==> config.mk <==
export PLATFORM = sky130hd
export DESIGN_NAME = occ_top
export DESIGN_NICKNAME = d
export VERILOG_FILES = /design/src/inc/occ_pkg.sv /design/src/occ_out_driver.sv /design/src/occ_top.sv
export VERILOG_INCLUDE_DIRS = /design/src /design/src/inc
export SDC_FILE = /design/constraint.sdc
export NUM_CORES = 2
export LEC_CHECK = 0
export BUFFER_PORTS_ARGS = -buffer_cell sky130_fd_sc_hd__buf_2
export CAP_MARGIN = 20
export CORE_MARGIN = 2
export CORE_UTILIZATION = 60
export DETAILED_ROUTE_END_ITERATION = 10
export PLACE_DENSITY = 0.8
export SYNTH_ARGS = -nofsm -noshare
export SYNTH_HDL_FRONTEND = slang
export SYNTH_HIERARCHICAL = 1
export SYNTH_SLANG_ARGS = --single-unit
==> constraint.sdc <==
create_clock -name aclk -period 11.1 [get_ports aclk]
set_input_delay 1.11 -clock aclk [delete_from_list [all_inputs] [get_ports aclk]]
set_output_delay 1.11 -clock aclk [all_outputs]
set_load 0.03 [all_outputs]
==> src/inc/occ_map.svh <==
// register offsets, field positions and reset values of the output control
`ifndef OCC_MAP_SVH
`define OCC_MAP_SVH
`define OCC_N_OUT 7
`define OCC_N_LOOP 3
`define OCC_N_PIN 3
`define OCC_DIV_W 16
`define OCC_ADDR_W 8
// ----------------------------------------------------------------
// register offsets (byte addresses)
// ----------------------------------------------------------------
`define OCC_OFF_CTRL 8'h00
`define OCC_OFF_REG_EN 8'h04
`define OCC_OFF_LOL_DIS 8'h08
`define OCC_OFF_DIS_HIGH 8'h0c
`define OCC_OFF_SYNC_DIS 8'h10
`define OCC_OFF_SE_MODE 8'h14
`define OCC_OFF_XPOINT 8'h18
`define OCC_OFF_OE_MAP 8'h1c
`define OCC_OFF_POLARITY 8'h20
`define OCC_OFF_DRIVE 8'h24
`define OCC_OFF_LOW_SUPPLY 8'h28
`define OCC_OFF_MISC 8'h2c
`define OCC_OFF_STATUS 8'h30
`define OCC_OFF_DIV0 8'h40
`define OCC_N_CFG 12
// ----------------------------------------------------------------
// control register bits
// ----------------------------------------------------------------
`define OCC_CTRL_HARD_RST 0
`define OCC_CTRL_XTAL_KEEP 1
`define OCC_CTRL_CASCADE 2
`define OCC_CTRL_MASK 32'h0000_0006
// ----------------------------------------------------------------
// reset values and write masks
// ----------------------------------------------------------------
`define OCC_RST_REG_EN 32'h0000_007f
`define OCC_RST_SYNC_DIS 32'h0000_007f
`define OCC_RST_DRIVE 32'h0000_3fff
`define OCC_RST_ZERO 32'h0000_0000
`define OCC_MASK_7 32'h0000_007f
`define OCC_MASK_14 32'h0000_3fff
`define OCC_MASK_DIV 32'h0000_ffff
`define OCC_SEL_NONE 2'h3
`define OCC_DRIVE_WEAK 2'h1
`define OCC_DRIVE_MID 2'h2
`define OCC_RESP_OKAY 2'h0
`define OCC_RESP_SLVERR 2'h2
`endif

==> src/inc/occ_pkg.sv <==
// types shared by the output clock enable control
package occ_pkg;
   // per-output configuration carried to each driver
   typedef struct packed {
      logic [1:0] loop_sel;
      logic [1:0] oe_sel;
      logic reg_en;
      logic lol_dis;
      logic dis_high;
      logic sync_dis;
      logic se_mode;
      logic inv_comp;
      logic inv_true;
      logic [1:0] drive;
      logic low_supply;
      logic [15:0] div_half;
   } occ_out_cfg_t;
   // the two pins of one output driver
   typedef struct packed {
      logic out_true_pin;
      logic out_complement_pin;
   } occ_pin_t;
endpackage : occ_pkg

==> src/occ_out_driver.sv <==
// one output driver: r divider, enable gating, polarity and drive code
`include "occ_map.svh"
module occ_out_driver
   import occ_pkg::*;
(
   input wire logic aclk,
   input wire logic aresetn,
   input wire logic div_rst,
   input wire logic tick,
   input wire logic enable_ok,
   input wire occ_out_cfg_t cfg,
   output occ_pin_t pins,
   output logic [1:0] single_ended_drive_code,
   output logic active,
   output logic rise_tick
);
   logic [`OCC_DIV_W-1:0] cnt_q;
   logic phase_q;
   logic active_q;
   logic active_d;
   logic term;
   logic clk_t;
   logic comp_lvl;
   occ_pin_t pins_q;
   occ_pin_t pins_d;
   logic [1:0] drive_q;
   logic [1:0] drive_d;

   // ----------------------------------------------------------------
   // divider and disable decision
   // ----------------------------------------------------------------
   assign term = tick && (cnt_q == cfg.div_half);
   assign rise_tick = term && !phase_q;
   // sync mode only switches at the end of a whole period
   assign active_d = cfg.sync_dis ? (rise_tick ? enable_ok : active_q)
                                  : enable_ok;

   // divider is forced to a known phase on any divider reset
   always_ff @(posedge aclk) begin
      if (!aresetn || div_rst) begin
         cnt_q <= '0;
         phase_q <= 1'b0;
         active_q <= 1'b0;
      end else begin
         active_q <= active_d;
         if (term) begin
            cnt_q <= '0;
            phase_q <= !phase_q;
         end else if (tick) begin
            cnt_q <= cnt_q + `OCC_DIV_W'(1);
         end
      end
   end

   // ----------------------------------------------------------------
   // pin levels and drive code
   // ----------------------------------------------------------------
   assign clk_t = phase_q ^ cfg.inv_true;
   // single-ended: in phase by default, inverted on request
   assign comp_lvl = cfg.se_mode ? clk_t ^ cfg.inv_comp : !clk_t;
   assign pins_d.out_true_pin = active_q ? clk_t : cfg.dis_high;
   assign pins_d.out_complement_pin = active_q ? comp_lvl
      : (cfg.se_mode ? cfg.dis_high : !cfg.dis_high);
   // weakest code is not offered on the lowest supply
   assign drive_d = (cfg.drive == 2'h0 ||
      (cfg.drive == `OCC_DRIVE_WEAK && cfg.low_supply)) ? `OCC_DRIVE_MID
      : cfg.drive;

   // registered pin and drive outputs
   always_ff @(posedge aclk) begin
      if (!aresetn) begin
         pins_q <= '0;
         drive_q <= `OCC_DRIVE_MID;
      end else begin
         pins_q <= pins_d;
         drive_q <= drive_d;
      end
   end

   assign pins = pins_q;
   assign single_ended_drive_code = drive_q;
   assign active = active_q;
endmodule : occ_out_driver

==> src/occ_top.sv <==
// output clock enable control with an axi4-lite register slave
//
// Design decisions made here: register access over AXI4-Lite and the register addresses.
`include "occ_map.svh"
// Function
// - seven output drivers, each controlled by enable, polarity and disable.
// - crosspoint routes each output to any of three synthesis loops.
// - any driver can be single-ended, two separate clocks per driver.
// - single-ended complement pin in phase by default, polarity settable.
// - three enable pins, register map assigns each output to one.
// - default map: pin zero controls all, pins one and two unmapped.
// - register enable can disable an output the pin allows.
// - register enables reset to not disable any output.
// - unlocked loop keeps outputs running unless its disable option set.
// - crystal loss disables all outputs unless the keep option set.
// - disabled output holds static low or high per register.
// - synchronous disable waits until the current period completes.
// - asynchronous disable turns the output off at once.
// - dividers reset at power-up, external reset pin or hard reset bit.
// - output six can cascade dividers five and six for one hertz.
// - drive code 1, 2 or 3; code 1 refused on lowest supply.
// - each loop presents a loss-of-lock indication feeding the disable.
module occ_top
   import occ_pkg::*;
#(
   parameter int N_OUT = `OCC_N_OUT,
   parameter int N_LOOP = `OCC_N_LOOP
) (
   input wire logic aclk,
   input wire logic aresetn,
   input wire logic [`OCC_ADDR_W-1:0] s_axi_awaddr,
   input wire logic s_axi_awvalid,
   output logic s_axi_awready,
   input wire logic [31:0] s_axi_wdata,
   input wire logic [3:0] s_axi_wstrb,
   input wire logic s_axi_wvalid,
   output logic s_axi_wready,
   output logic [1:0] s_axi_bresp,
   output logic s_axi_bvalid,
   input wire logic s_axi_bready,
   input wire logic [`OCC_ADDR_W-1:0] s_axi_araddr,
   input wire logic s_axi_arvalid,
   output logic s_axi_arready,
   output logic [31:0] s_axi_rdata,
   output logic [1:0] s_axi_rresp,
   output logic s_axi_rvalid,
   input wire logic s_axi_rready,
   input wire logic [N_LOOP-1:0] loop_clk,
   input wire logic [N_LOOP-1:0] loop_unlocked,
   input wire logic crystal_loss_alarm,
   input wire logic enable_pin_zero_n,
   input wire logic enable_pin_one_n,
   input wire logic enable_pin_two_n,
   input wire logic external_reset_n,
   output occ_pin_t [N_OUT-1:0] out_pins,
   output logic [N_OUT-1:0][1:0] single_ended_drive_code
);
   localparam int N_ASYNC = 2 * N_LOOP + 5;

   // ----------------------------------------------------------------
   // address decode helpers
   // ----------------------------------------------------------------
   function automatic logic cfg_hit(input logic [`OCC_ADDR_W-1:0] a);
      cfg_hit = (a[7:6] == 2'h0) && (a[5:2] < 4'(`OCC_N_CFG));
   endfunction : cfg_hit

   function automatic logic div_hit(input logic [`OCC_ADDR_W-1:0] a);
      div_hit = (a[7:5] == 3'h2) && (a[4:2] < 3'(N_OUT));
   endfunction : div_hit

   function automatic logic [31:0] cfg_mask(input logic [3:0] i);
      unique case (i)
         4'h0: cfg_mask = `OCC_CTRL_MASK;
         4'h6, 4'h7, 4'h8, 4'h9: cfg_mask = `OCC_MASK_14;
         4'hb: cfg_mask = `OCC_RST_ZERO;
         default: cfg_mask = `OCC_MASK_7;
      endcase
   endfunction : cfg_mask

   function automatic logic [31:0] cfg_init(input logic [3:0] i);
      unique case (i)
         4'h1: cfg_init = `OCC_RST_REG_EN;
         4'h4: cfg_init = `OCC_RST_SYNC_DIS;
         4'h9: cfg_init = `OCC_RST_DRIVE;
         default: cfg_init = `OCC_RST_ZERO;
      endcase
   endfunction : cfg_init

   // ----------------------------------------------------------------
   // input synchronisers
   // ----------------------------------------------------------------
   logic [N_ASYNC-1:0] async_in;
   logic [N_ASYNC-1:0] sync1_q;
   logic [N_ASYNC-1:0] sync2_q;
   logic [N_LOOP-1:0] loop_prev_q;
   logic [N_LOOP-1:0] loop_clk_s;
   logic [N_LOOP-1:0] loop_tick;
   logic [N_LOOP-1:0] unlocked_s;
   logic [2:0] pin_n_s;
   logic xtal_loss_s;
   logic ext_rst_n_s;

   assign async_in = {external_reset_n, crystal_loss_alarm,
      enable_pin_two_n, enable_pin_one_n, enable_pin_zero_n,
      loop_unlocked, loop_clk};
   assign loop_clk_s = sync2_q[N_LOOP-1:0];
   assign unlocked_s = sync2_q[2*N_LOOP-1:N_LOOP];
   assign pin_n_s = sync2_q[2*N_LOOP+2:2*N_LOOP];
   assign xtal_loss_s = sync2_q[2*N_LOOP+3];
   assign ext_rst_n_s = sync2_q[2*N_LOOP+4];
   assign loop_tick = loop_clk_s & ~loop_prev_q;

   // two-stage synchroniser, then loop clock edge history
   always_ff @(posedge aclk) begin
      if (!aresetn) begin
         sync1_q <= '1;
         sync2_q <= '1;
         loop_prev_q <= '1;
      end else begin
         sync1_q <= async_in;
         sync2_q <= sync1_q;
         loop_prev_q <= loop_clk_s;
      end
   end

   // ----------------------------------------------------------------
   // register storage and axi4-lite write path
   // ----------------------------------------------------------------
   logic [31:0] cfg_q [`OCC_N_CFG];
   logic [`OCC_DIV_W-1:0] div_q [N_OUT];
   logic aw_have_q;
   logic w_have_q;
   logic [`OCC_ADDR_W-1:0] awaddr_q;
   logic [31:0] wdata_q;
   logic [3:0] wstrb_q;
   logic bvalid_q;
   logic [1:0] bresp_q;
   logic wr_go;
   logic [31:0] be_mask;
   logic [3:0] wr_idx;
   logic hard_rst_q;

   assign s_axi_awready = !aw_have_q && !bvalid_q;
   assign s_axi_wready = !w_have_q && !bvalid_q;
   assign wr_go = aw_have_q && w_have_q && !bvalid_q;
   assign wr_idx = awaddr_q[5:2];
   assign be_mask = {{8{wstrb_q[3]}}, {8{wstrb_q[2]}},
      {8{wstrb_q[1]}}, {8{wstrb_q[0]}}};
   assign s_axi_bvalid = bvalid_q;
   assign s_axi_bresp = bresp_q;

   // address and data are taken in either order, answered once both held
   always_ff @(posedge aclk) begin
      if (!aresetn) begin
         aw_have_q <= 1'b0;
         w_have_q <= 1'b0;
         awaddr_q <= '0;
         wdata_q <= '0;
         wstrb_q <= '0;
         bvalid_q <= 1'b0;
         bresp_q <= `OCC_RESP_OKAY;
      end else begin
         if (s_axi_awvalid && s_axi_awready) begin
            aw_have_q <= 1'b1;
            awaddr_q <= s_axi_awaddr;
         end
         if (s_axi_wvalid && s_axi_wready) begin
            w_have_q <= 1'b1;
            wdata_q <= s_axi_wdata;
            wstrb_q <= s_axi_wstrb;
         end
         if (wr_go) begin
            aw_have_q <= 1'b0;
            w_have_q <= 1'b0;
            bvalid_q <= 1'b1;
            bresp_q <= (cfg_hit(awaddr_q) || div_hit(awaddr_q) ||
               awaddr_q == `OCC_OFF_STATUS) ? `OCC_RESP_OKAY
               : `OCC_RESP_SLVERR;
         end else if (s_axi_bready) begin
            bvalid_q <= 1'b0;
         end
      end
   end

   // configuration registers, masked by byte strobes and field widths
   always_ff @(posedge aclk) begin
      if (!aresetn) begin
         for (int i = 0; i < `OCC_N_CFG; i++) begin
            cfg_q[i] <= cfg_init(4'(i));
         end
         for (int i = 0; i < N_OUT; i++) begin
            div_q[i] <= '0;
         end
         hard_rst_q <= 1'b0;
      end else begin
         // hard reset bit self-clears after one cycle
         hard_rst_q <= wr_go && cfg_hit(awaddr_q) && wr_idx == 4'h0 &&
            wstrb_q[0] && wdata_q[`OCC_CTRL_HARD_RST];
         if (wr_go && cfg_hit(awaddr_q)) begin
            cfg_q[wr_idx] <= (cfg_q[wr_idx] & ~(be_mask & cfg_mask(wr_idx)))
               | (wdata_q & be_mask & cfg_mask(wr_idx));
         end
         if (wr_go && div_hit(awaddr_q)) begin
            div_q[awaddr_q[4:2]] <= (div_q[awaddr_q[4:2]]
               & ~be_mask[`OCC_DIV_W-1:0])
               | (wdata_q[`OCC_DIV_W-1:0] & be_mask[`OCC_DIV_W-1:0]);
         end
      end
   end

   // ----------------------------------------------------------------
   // read path
   // ----------------------------------------------------------------
   logic arready_q;
   logic rvalid_q;
   logic [31:0] rdata_q;
   logic [1:0] rresp_q;
   logic [31:0] status_word;
   logic [31:0] rd_mux;
   logic rd_ok;
   logic [N_OUT-1:0] active;

   assign status_word = {17'h0, ext_rst_n_s, pin_n_s, xtal_loss_s,
      unlocked_s, active};
   assign rd_ok = cfg_hit(s_axi_araddr) || div_hit(s_axi_araddr) ||
      s_axi_araddr == `OCC_OFF_STATUS;
   assign rd_mux = cfg_hit(s_axi_araddr) ? cfg_q[s_axi_araddr[5:2]]
      : div_hit(s_axi_araddr) ? {16'h0, div_q[s_axi_araddr[4:2]]}
      : (s_axi_araddr == `OCC_OFF_STATUS) ? status_word : 32'h0;
   assign s_axi_arready = !rvalid_q;
   assign s_axi_rvalid = rvalid_q;
   assign s_axi_rdata = rdata_q;
   assign s_axi_rresp = rresp_q;

   // one read in flight; data held until taken
   always_ff @(posedge aclk) begin
      if (!aresetn) begin
         rvalid_q <= 1'b0;
         rdata_q <= '0;
         rresp_q <= `OCC_RESP_OKAY;
      end else if (s_axi_arvalid && s_axi_arready) begin
         rvalid_q <= 1'b1;
         rdata_q <= rd_mux;
         rresp_q <= rd_ok ? `OCC_RESP_OKAY : `OCC_RESP_SLVERR;
      end else if (s_axi_rready) begin
         rvalid_q <= 1'b0;
      end
   end

   // ----------------------------------------------------------------
   // enable combination and output drivers
   // ----------------------------------------------------------------
   occ_out_cfg_t [N_OUT-1:0] out_cfg;
   logic [N_OUT-1:0] enable_ok;
   logic [N_OUT-1:0] drv_tick;
   logic [N_OUT-1:0] rise_tick;
   logic div_rst;
   logic xtal_kill;

   // divider reset on external pin or hard reset bit
   assign div_rst = !ext_rst_n_s || hard_rst_q;
   assign xtal_kill = xtal_loss_s && !cfg_q[0][`OCC_CTRL_XTAL_KEEP];

   generate
      for (genvar i = 0; i < N_OUT; i++) begin : g_out
         logic [1:0] lsel;
         logic pin_ok;
         assign out_cfg[i].loop_sel = cfg_q[6][2*i+:2];
         assign out_cfg[i].oe_sel = cfg_q[7][2*i+:2];
         assign out_cfg[i].reg_en = cfg_q[1][i];
         assign out_cfg[i].lol_dis = cfg_q[2][i];
         assign out_cfg[i].dis_high = cfg_q[3][i];
         assign out_cfg[i].sync_dis = cfg_q[4][i];
         assign out_cfg[i].se_mode = cfg_q[5][i];
         assign out_cfg[i].inv_comp = cfg_q[8][2*i];
         assign out_cfg[i].inv_true = cfg_q[8][2*i+1];
         assign out_cfg[i].drive = cfg_q[9][2*i+:2];
         assign out_cfg[i].low_supply = cfg_q[10][i];
         assign out_cfg[i].div_half = div_q[i];
         // code 3 has no loop behind it and falls back to loop 0
         assign lsel = (out_cfg[i].loop_sel == 2'h3) ? 2'h0
            : out_cfg[i].loop_sel;
         // unmapped outputs ignore the pins entirely
         assign pin_ok = (out_cfg[i].oe_sel == `OCC_SEL_NONE) ? 1'b1
            : !pin_n_s[out_cfg[i].oe_sel];
         assign enable_ok[i] = pin_ok && out_cfg[i].reg_en
            && !(out_cfg[i].lol_dis && unlocked_s[lsel])
            && !xtal_kill;
         if (i == N_OUT - 1) begin : g_cascade
            // last output may count divider five's periods instead
            assign drv_tick[i] = cfg_q[0][`OCC_CTRL_CASCADE] ?
               rise_tick[i-1] : loop_tick[lsel];
         end else begin : g_direct
            assign drv_tick[i] = loop_tick[lsel];
         end
         occ_out_driver u_drv (
            .aclk(aclk),
            .aresetn(aresetn),
            .div_rst(div_rst),
            .tick(drv_tick[i]),
            .enable_ok(enable_ok[i]),
            .cfg(out_cfg[i]),
            .pins(out_pins[i]),
            .single_ended_drive_code(single_ended_drive_code[i]),
            .active(active[i]),
            .rise_tick(rise_tick[i])
         );
      end
   endgenerate
endmodule : occ_top

# After elaboration in Yosys (flattened, before gate mapping)
# Memories as Yosys holds them, arrays and structs flattened. A register that Yosys moved wholly into a read port is not among the register bits.
# Index checks and enable logic that the tools add are counted.
# W data, S select, Z words.
# totals
regBits	264
mem_bits_rw	496
inputBits	70
output_inout_bits	69
word_cells	437
memories	2
# classes
addsub	7
n_lt_le_gt_ge	18
n_eq_ne	44
mux	131
n_bitwise	27
reduce_logical	152
# mem_list
memory	words	width	read_ports	rd_clocked_by_memory_dff	wr	line	source
cfg_q	12	32	13	1	12	occ_top.sv:129	logic [31:0] cfg_q [`OCC_N_CFG];
div_q	7	16	9	1	7	occ_top.sv:130	logic [`OCC_DIV_W-1:0] div_q [N_OUT];
# op_table
cell	n
$mux W32	7
$and A32 B32 Y32	4
$add A16 B1 Y16 const B	7
$eq A16 B16 Y1	7
$mux W1	84
$logic_and A1 B1 Y1	66
$logic_not A1 Y1	43
$bmux W1 S2	21
$lt A2 B3 Y1 const B	14
$pmux W14 S3	1
$and A16 B16 Y16	2
$mux W16	2
$not A32 Y32	1
$or A32 B32 Y32	1
$reduce_or A32 Y1	1
$reduce_or A2 Y1	15
$eq A2 B2 Y1 const B	14
$logic_not A2 Y1	9
$mux W2	9
$eq A8 B6 Y1 const B	2
$not A16 Y16	1
$or A16 B16 Y16	1
$reduce_or A16 Y1	1
$mux W15	1
other kinds (17)	65

# Logic depth before layout (Yosys ltp)
# An unclocked memory read counts as a cell.
# depth
word_depth	12
ltp_mapped	15

# Hierarchy
# The synthesis kept the hierarchy.
# by_module_without_submodules
mod	instances	cells_each	area_each_um2
occ_top	1	2607	35417.7
occ_out_driver	7	129	1138.6

# Least setup slack after synthesis
# OpenSTA, ideal clock, no wires.
# synth_timing
kind	register to register
from	reg loop_prev_q[0]
to	reg g_out[6].u_drv.cnt_q[10]
setup_time_ns	0.115
arrival_time_ns	3.592
required_ns	10.985
path_slack_ns	7.394
stages_incl_launch_ff	16
cell_sequence	dfxtp_1 nand2b_1 clkbuf_1 nand2_1 o21ai_0 a21oi_1 o21ai_0 or4_4 nor4b_1 nand2_1 o31ai_1 o21ai_0 or4_4 o21ai_4 buf_4 nor2_1
# synth_via
elab_chain_len	9
word_cells_on_any_way	11
classes_between	5 x mux; 2 x bitwise; 4 x reduce/logical
# synth_lines
element	line	source
start, declared	occ_top.sv:95	logic [N_LOOP-1:0] loop_prev_q;
start signal, assigned	occ_top.sv:122	loop_prev_q <= loop_clk_s;
$not A3 Y3 (*)	occ_top.sv:111	assign loop_tick = loop_clk_s & ~loop_prev_q;
$and A3 B3 Y3 (*)	occ_top.sv:111	
$bmux W1 S2 (*)	occ_top.sv:294	assign drv_tick[i] = loop_tick[lsel];
$mux W1 (not written as such) (*)	occ_top.sv:294	
net drv_tick[5]	occ_top.sv:255	logic [N_OUT-1:0] drv_tick;
$logic_and A1 B1 Y1 (*)	occ_out_driver.sv:32	assign term = tick && (cnt_q == cfg.div_half);
$logic_and A1 B1 Y1 (*)	occ_out_driver.sv:33	assign rise_tick = term && !phase_q;
net rise_tick[5]	occ_top.sv:256	logic [N_OUT-1:0] rise_tick;
$mux W1 (*)	occ_top.sv:291	assign drv_tick[i] = cfg_q[0][`OCC_CTRL_CASCADE] ?
net drv_tick[6]	occ_top.sv:255	
$logic_and A1 B1 Y1	occ_out_driver.sv:32	
$reduce_or A2 Y1 (no source line)	-	
end signal, assigned	occ_out_driver.sv:50	cnt_q <= cnt_q + `OCC_DIV_W'(1);
end, declared	occ_out_driver.sv:17	logic [`OCC_DIV_W-1:0] cnt_q;
# The timed path passes the listed nets; every way through them passes the cells marked *. The select of a mux whose other input is x is not followed.
# A chain may end at the register's enable or synchronous reset.

# Final worst setup path
# layout_timing
from	reg sync2_q[1]
to	reg g_out[6].u_drv.cnt_q[4]
# layout_via
elab_chain_len	8
word_cells_on_any_way	10
classes_between	5 x mux; 1 x bitwise; 4 x reduce/logical
# layout_lines
element	line	source
start, declared	occ_top.sv:94	logic [N_ASYNC-1:0] sync2_q;
start signal, assigned	occ_top.sv:121	sync2_q <= sync1_q;
$and A3 B3 Y3 (*)	occ_top.sv:111	
$bmux W1 S2 (*)	occ_top.sv:294	
$mux W1 (not written as such) (*)	occ_top.sv:294	
net drv_tick[5]	occ_top.sv:255	
$logic_and A1 B1 Y1 (*)	occ_out_driver.sv:32	
$logic_and A1 B1 Y1 (*)	occ_out_driver.sv:33	
net rise_tick[5]	occ_top.sv:256	
$mux W1 (*)	occ_top.sv:291	
net drv_tick[6]	occ_top.sv:255	
$logic_and A1 B1 Y1	occ_out_driver.sv:32	
$reduce_or A2 Y1 (no source line)	-	
# Marks and branches as above.

==> reports/results.tsv <==
stage	metric	value	unit
outcome	status	complete, no violations	
critical_path	CP Capture Type	flop	
layout	most common cell after layout, fill and taps aside	edfxtp_1	
critical_path	R2R setup slack	6.32	ns
timing	Slew HR	19.4	%
placed_design	placed instance area	45100	sq um
drt	drt wl/cell	28.3	microns
placed_design	placed wire-length estimate	83700	microns
layout	Non-Filler Instances	4708	
floorplanning	cell row count	98	
global_route	initial antenna violation count	2	
timing	fmax	0.209	GHz
timing	Slew @ Worst Pin	1.21	ns
floorplanning	initial core utilization	60.6	%
layout	Fillers	5001	
timing	Slew Limit Fails	0	
power	leak pwr	17.7	nW
layout	fin area	48400	sq um
timing	fin crit period	4.78	ns
cts	clock sinks	888	
drt	Residual DRC	0	
power	Worst VDD drop	220	uV
critical_path	Startpoint Class	flop	
timing	fin crit share	43.1	%
logic_synthesis	Syn Inst Count	3498	
timing	setup violators final	0	
layout	most frequent cells in the layout	edfxtp_1 (624), nor2_1 (526), dfxtp_1 (261)	
timing	final hold vios	0	
critical_path	CP endpoint	g_out[6].u_drv/cnt_q[4]	
global_route	Remaining Overflow, GRT	0	
timing	Clock Skew	0.0689	ns
drt	Vias per Instance	6.78	
floorplanning	core box area	71500	sq um
critical_path	Critical path origin	sync2_q[1]	
cts	deepest clock path buffer count	3	
critical_path	crit path DAT	5.33	ns
drt	drt total wl	133000	microns
drt	Iter 0 DRT Violations	4837	
layout	P&R area growth vs syn	11.7	%
drt	drt pass-1 iters	9	
timing	TNS Setup	0	ns
critical_path	R2R Path End	g_out[6].u_drv/cnt_q[4]	
global_route	first-pass GRT wire length	194000	microns
cts	total CTS buffers	92	
placed_design	placed cells	4524	
global_route	vias in the first global route	30900	
cts	Clock transition at path regs	0.06	ns
global_route	largest net degree at the start of global routing	82	
logic_synthesis	Mean Syn Cell Area	12.4	sq um
cts	H-tree Lvls	3	
critical_path	FF-to-FF Start	sync2_q[1]	
critical_path	critical path fanouts, max	16	
placed_design	IO Port Bufs	118	
floorplanning	Die H	273	microns
drt	via count	31900	
cts	Post-CTS Setup Repair Bufs	0	
floorplanning	die area	74300	sq um
floorplanning	chip width	273	microns
logic_synthesis	synthesized area	43300	sq um
timing	RSZ-0062 raised after global routing	no	
critical_path	worst-case reg-to-reg path depth	13	
cts	root buffer cell	clkbuf_16	
placed_design	gpl congestion	0.973	
cts	Skew-Pair Late Insertion Delay	0.70	ns
cts	Hold Buf Count CTS	0	
layout	nets	3753	
layout	share of layout cells above drive strength 1	17.9	%
cts	TritonCTS clock tree	built	
critical_path	Worst EP required	11.64	ns
min_path	Hold WC Path Type	reg2reg	
drt	Routed Antenna Nets	0	
run	maximum capacitance violations	0	
logic_synthesis	Syn. warnings	6	
power	power density over the cells	164	nW/um^2
floorplanning	I/O Pins	139	
critical_path	CP Class	reg2reg	
global_route	GRT Util Overall	35.6	%
cts	Resized Gates After CTS	0	
power	Design Power	7.92	mW
[per-stage QoR]
step	worst slack [ns]	util [%]	hold WS, ns
floorplan	7.40	-	0.386
global route	6.10	67.6	0.435
detailed placement	6.24	63.0	0.391
global placement	6.28	63.0	0.389
CTS	6.25	67.5	0.418
finish	6.32	67.6	0.412
[metal layers]
| metal | track usage [%] | part of all wire, % | up-vias |
|---|---|---|---|
| li1 | - | - | 13200 |
| met2 | 53.3 | 44 | 2726 |
| met5 | 0 | 0.0083 | - |
| met4 | 21.1 | 7.3 | 2 |
| met3 | 11.9 | 16 | 628 |
| met1 | 45.2 | 33 | 15400 |
[worst min path at each step]
stage,startpoint,endpoint,cells after the start
6_report,sync1_q[8],sync2_q[8],1
5_1_grt,sync1_q[8],sync2_q[8],1
4_1_cts,sync1_q[7],sync2_q[7],1
3_5_place_dp,sync1_q[3],sync2_q[3],1
3_3_place_gp,sync1_q[3],sync2_q[3],1
2_1_floorplan,sync1_q[0],sync2_q[0],1
[power by group]
part           total (mW)  switching (mW)  internal (mW)
clock                3.28            1.35           1.93
sequential           3.83           0.121           3.71
combinational       0.812           0.517          0.295
total                7.92            1.99           5.93
[final cells by class]
cell class / count / area [sq um] / area share (%)
diodes: 3 / 7.51 / 0.0155
clock buffers: 122 / 2540 / 5.25
clock inverters: 51 / 694 / 1.44
repair buffers: 183 / 1100 / 2.28
multi-input cells: 2432 / 18500 / 38.2
flip-flops and latches: 888 / 24000 / 49.7
well taps: 950 / 1190 / 2.46
inverters: 79 / 297 / 0.613
[flip-flops by register name, indices dropped and copies added, names as in the netlist, 2 cells and up, named ones only]
register / flops
awaddr_q: 8
cfg_q: 512
div_q: 128
g_out.u_drv/active: 7
g_out.u_drv/cnt_q: 112
g_out.u_drv/phase_q: 7
g_out.u_drv/pins: 14
g_out.u_drv/single_ended_drive_code: 14
loop_prev_q: 3
s_axi_rdata: 32
sync1_q: 11
sync2_q: 11
wdata_q: 16
wstrb_q: 2
[worst max-delay path, stage by stage, from the launching register on]
cell      delay (ns)
dfxtp_1         0.31
nor2b_1         0.75
a211oi_1        0.18
a21oi_1         0.52
o21ai_0         0.20
or4_4           0.62
nor4b_1         0.39
nand2_1         0.10
o31ai_1         0.07
buf_2           0.26
o21ai_0         0.13
or4_4           0.60
o21ai_4         0.42
nor2_1          0.10
(Power assumes the default switching activity.)
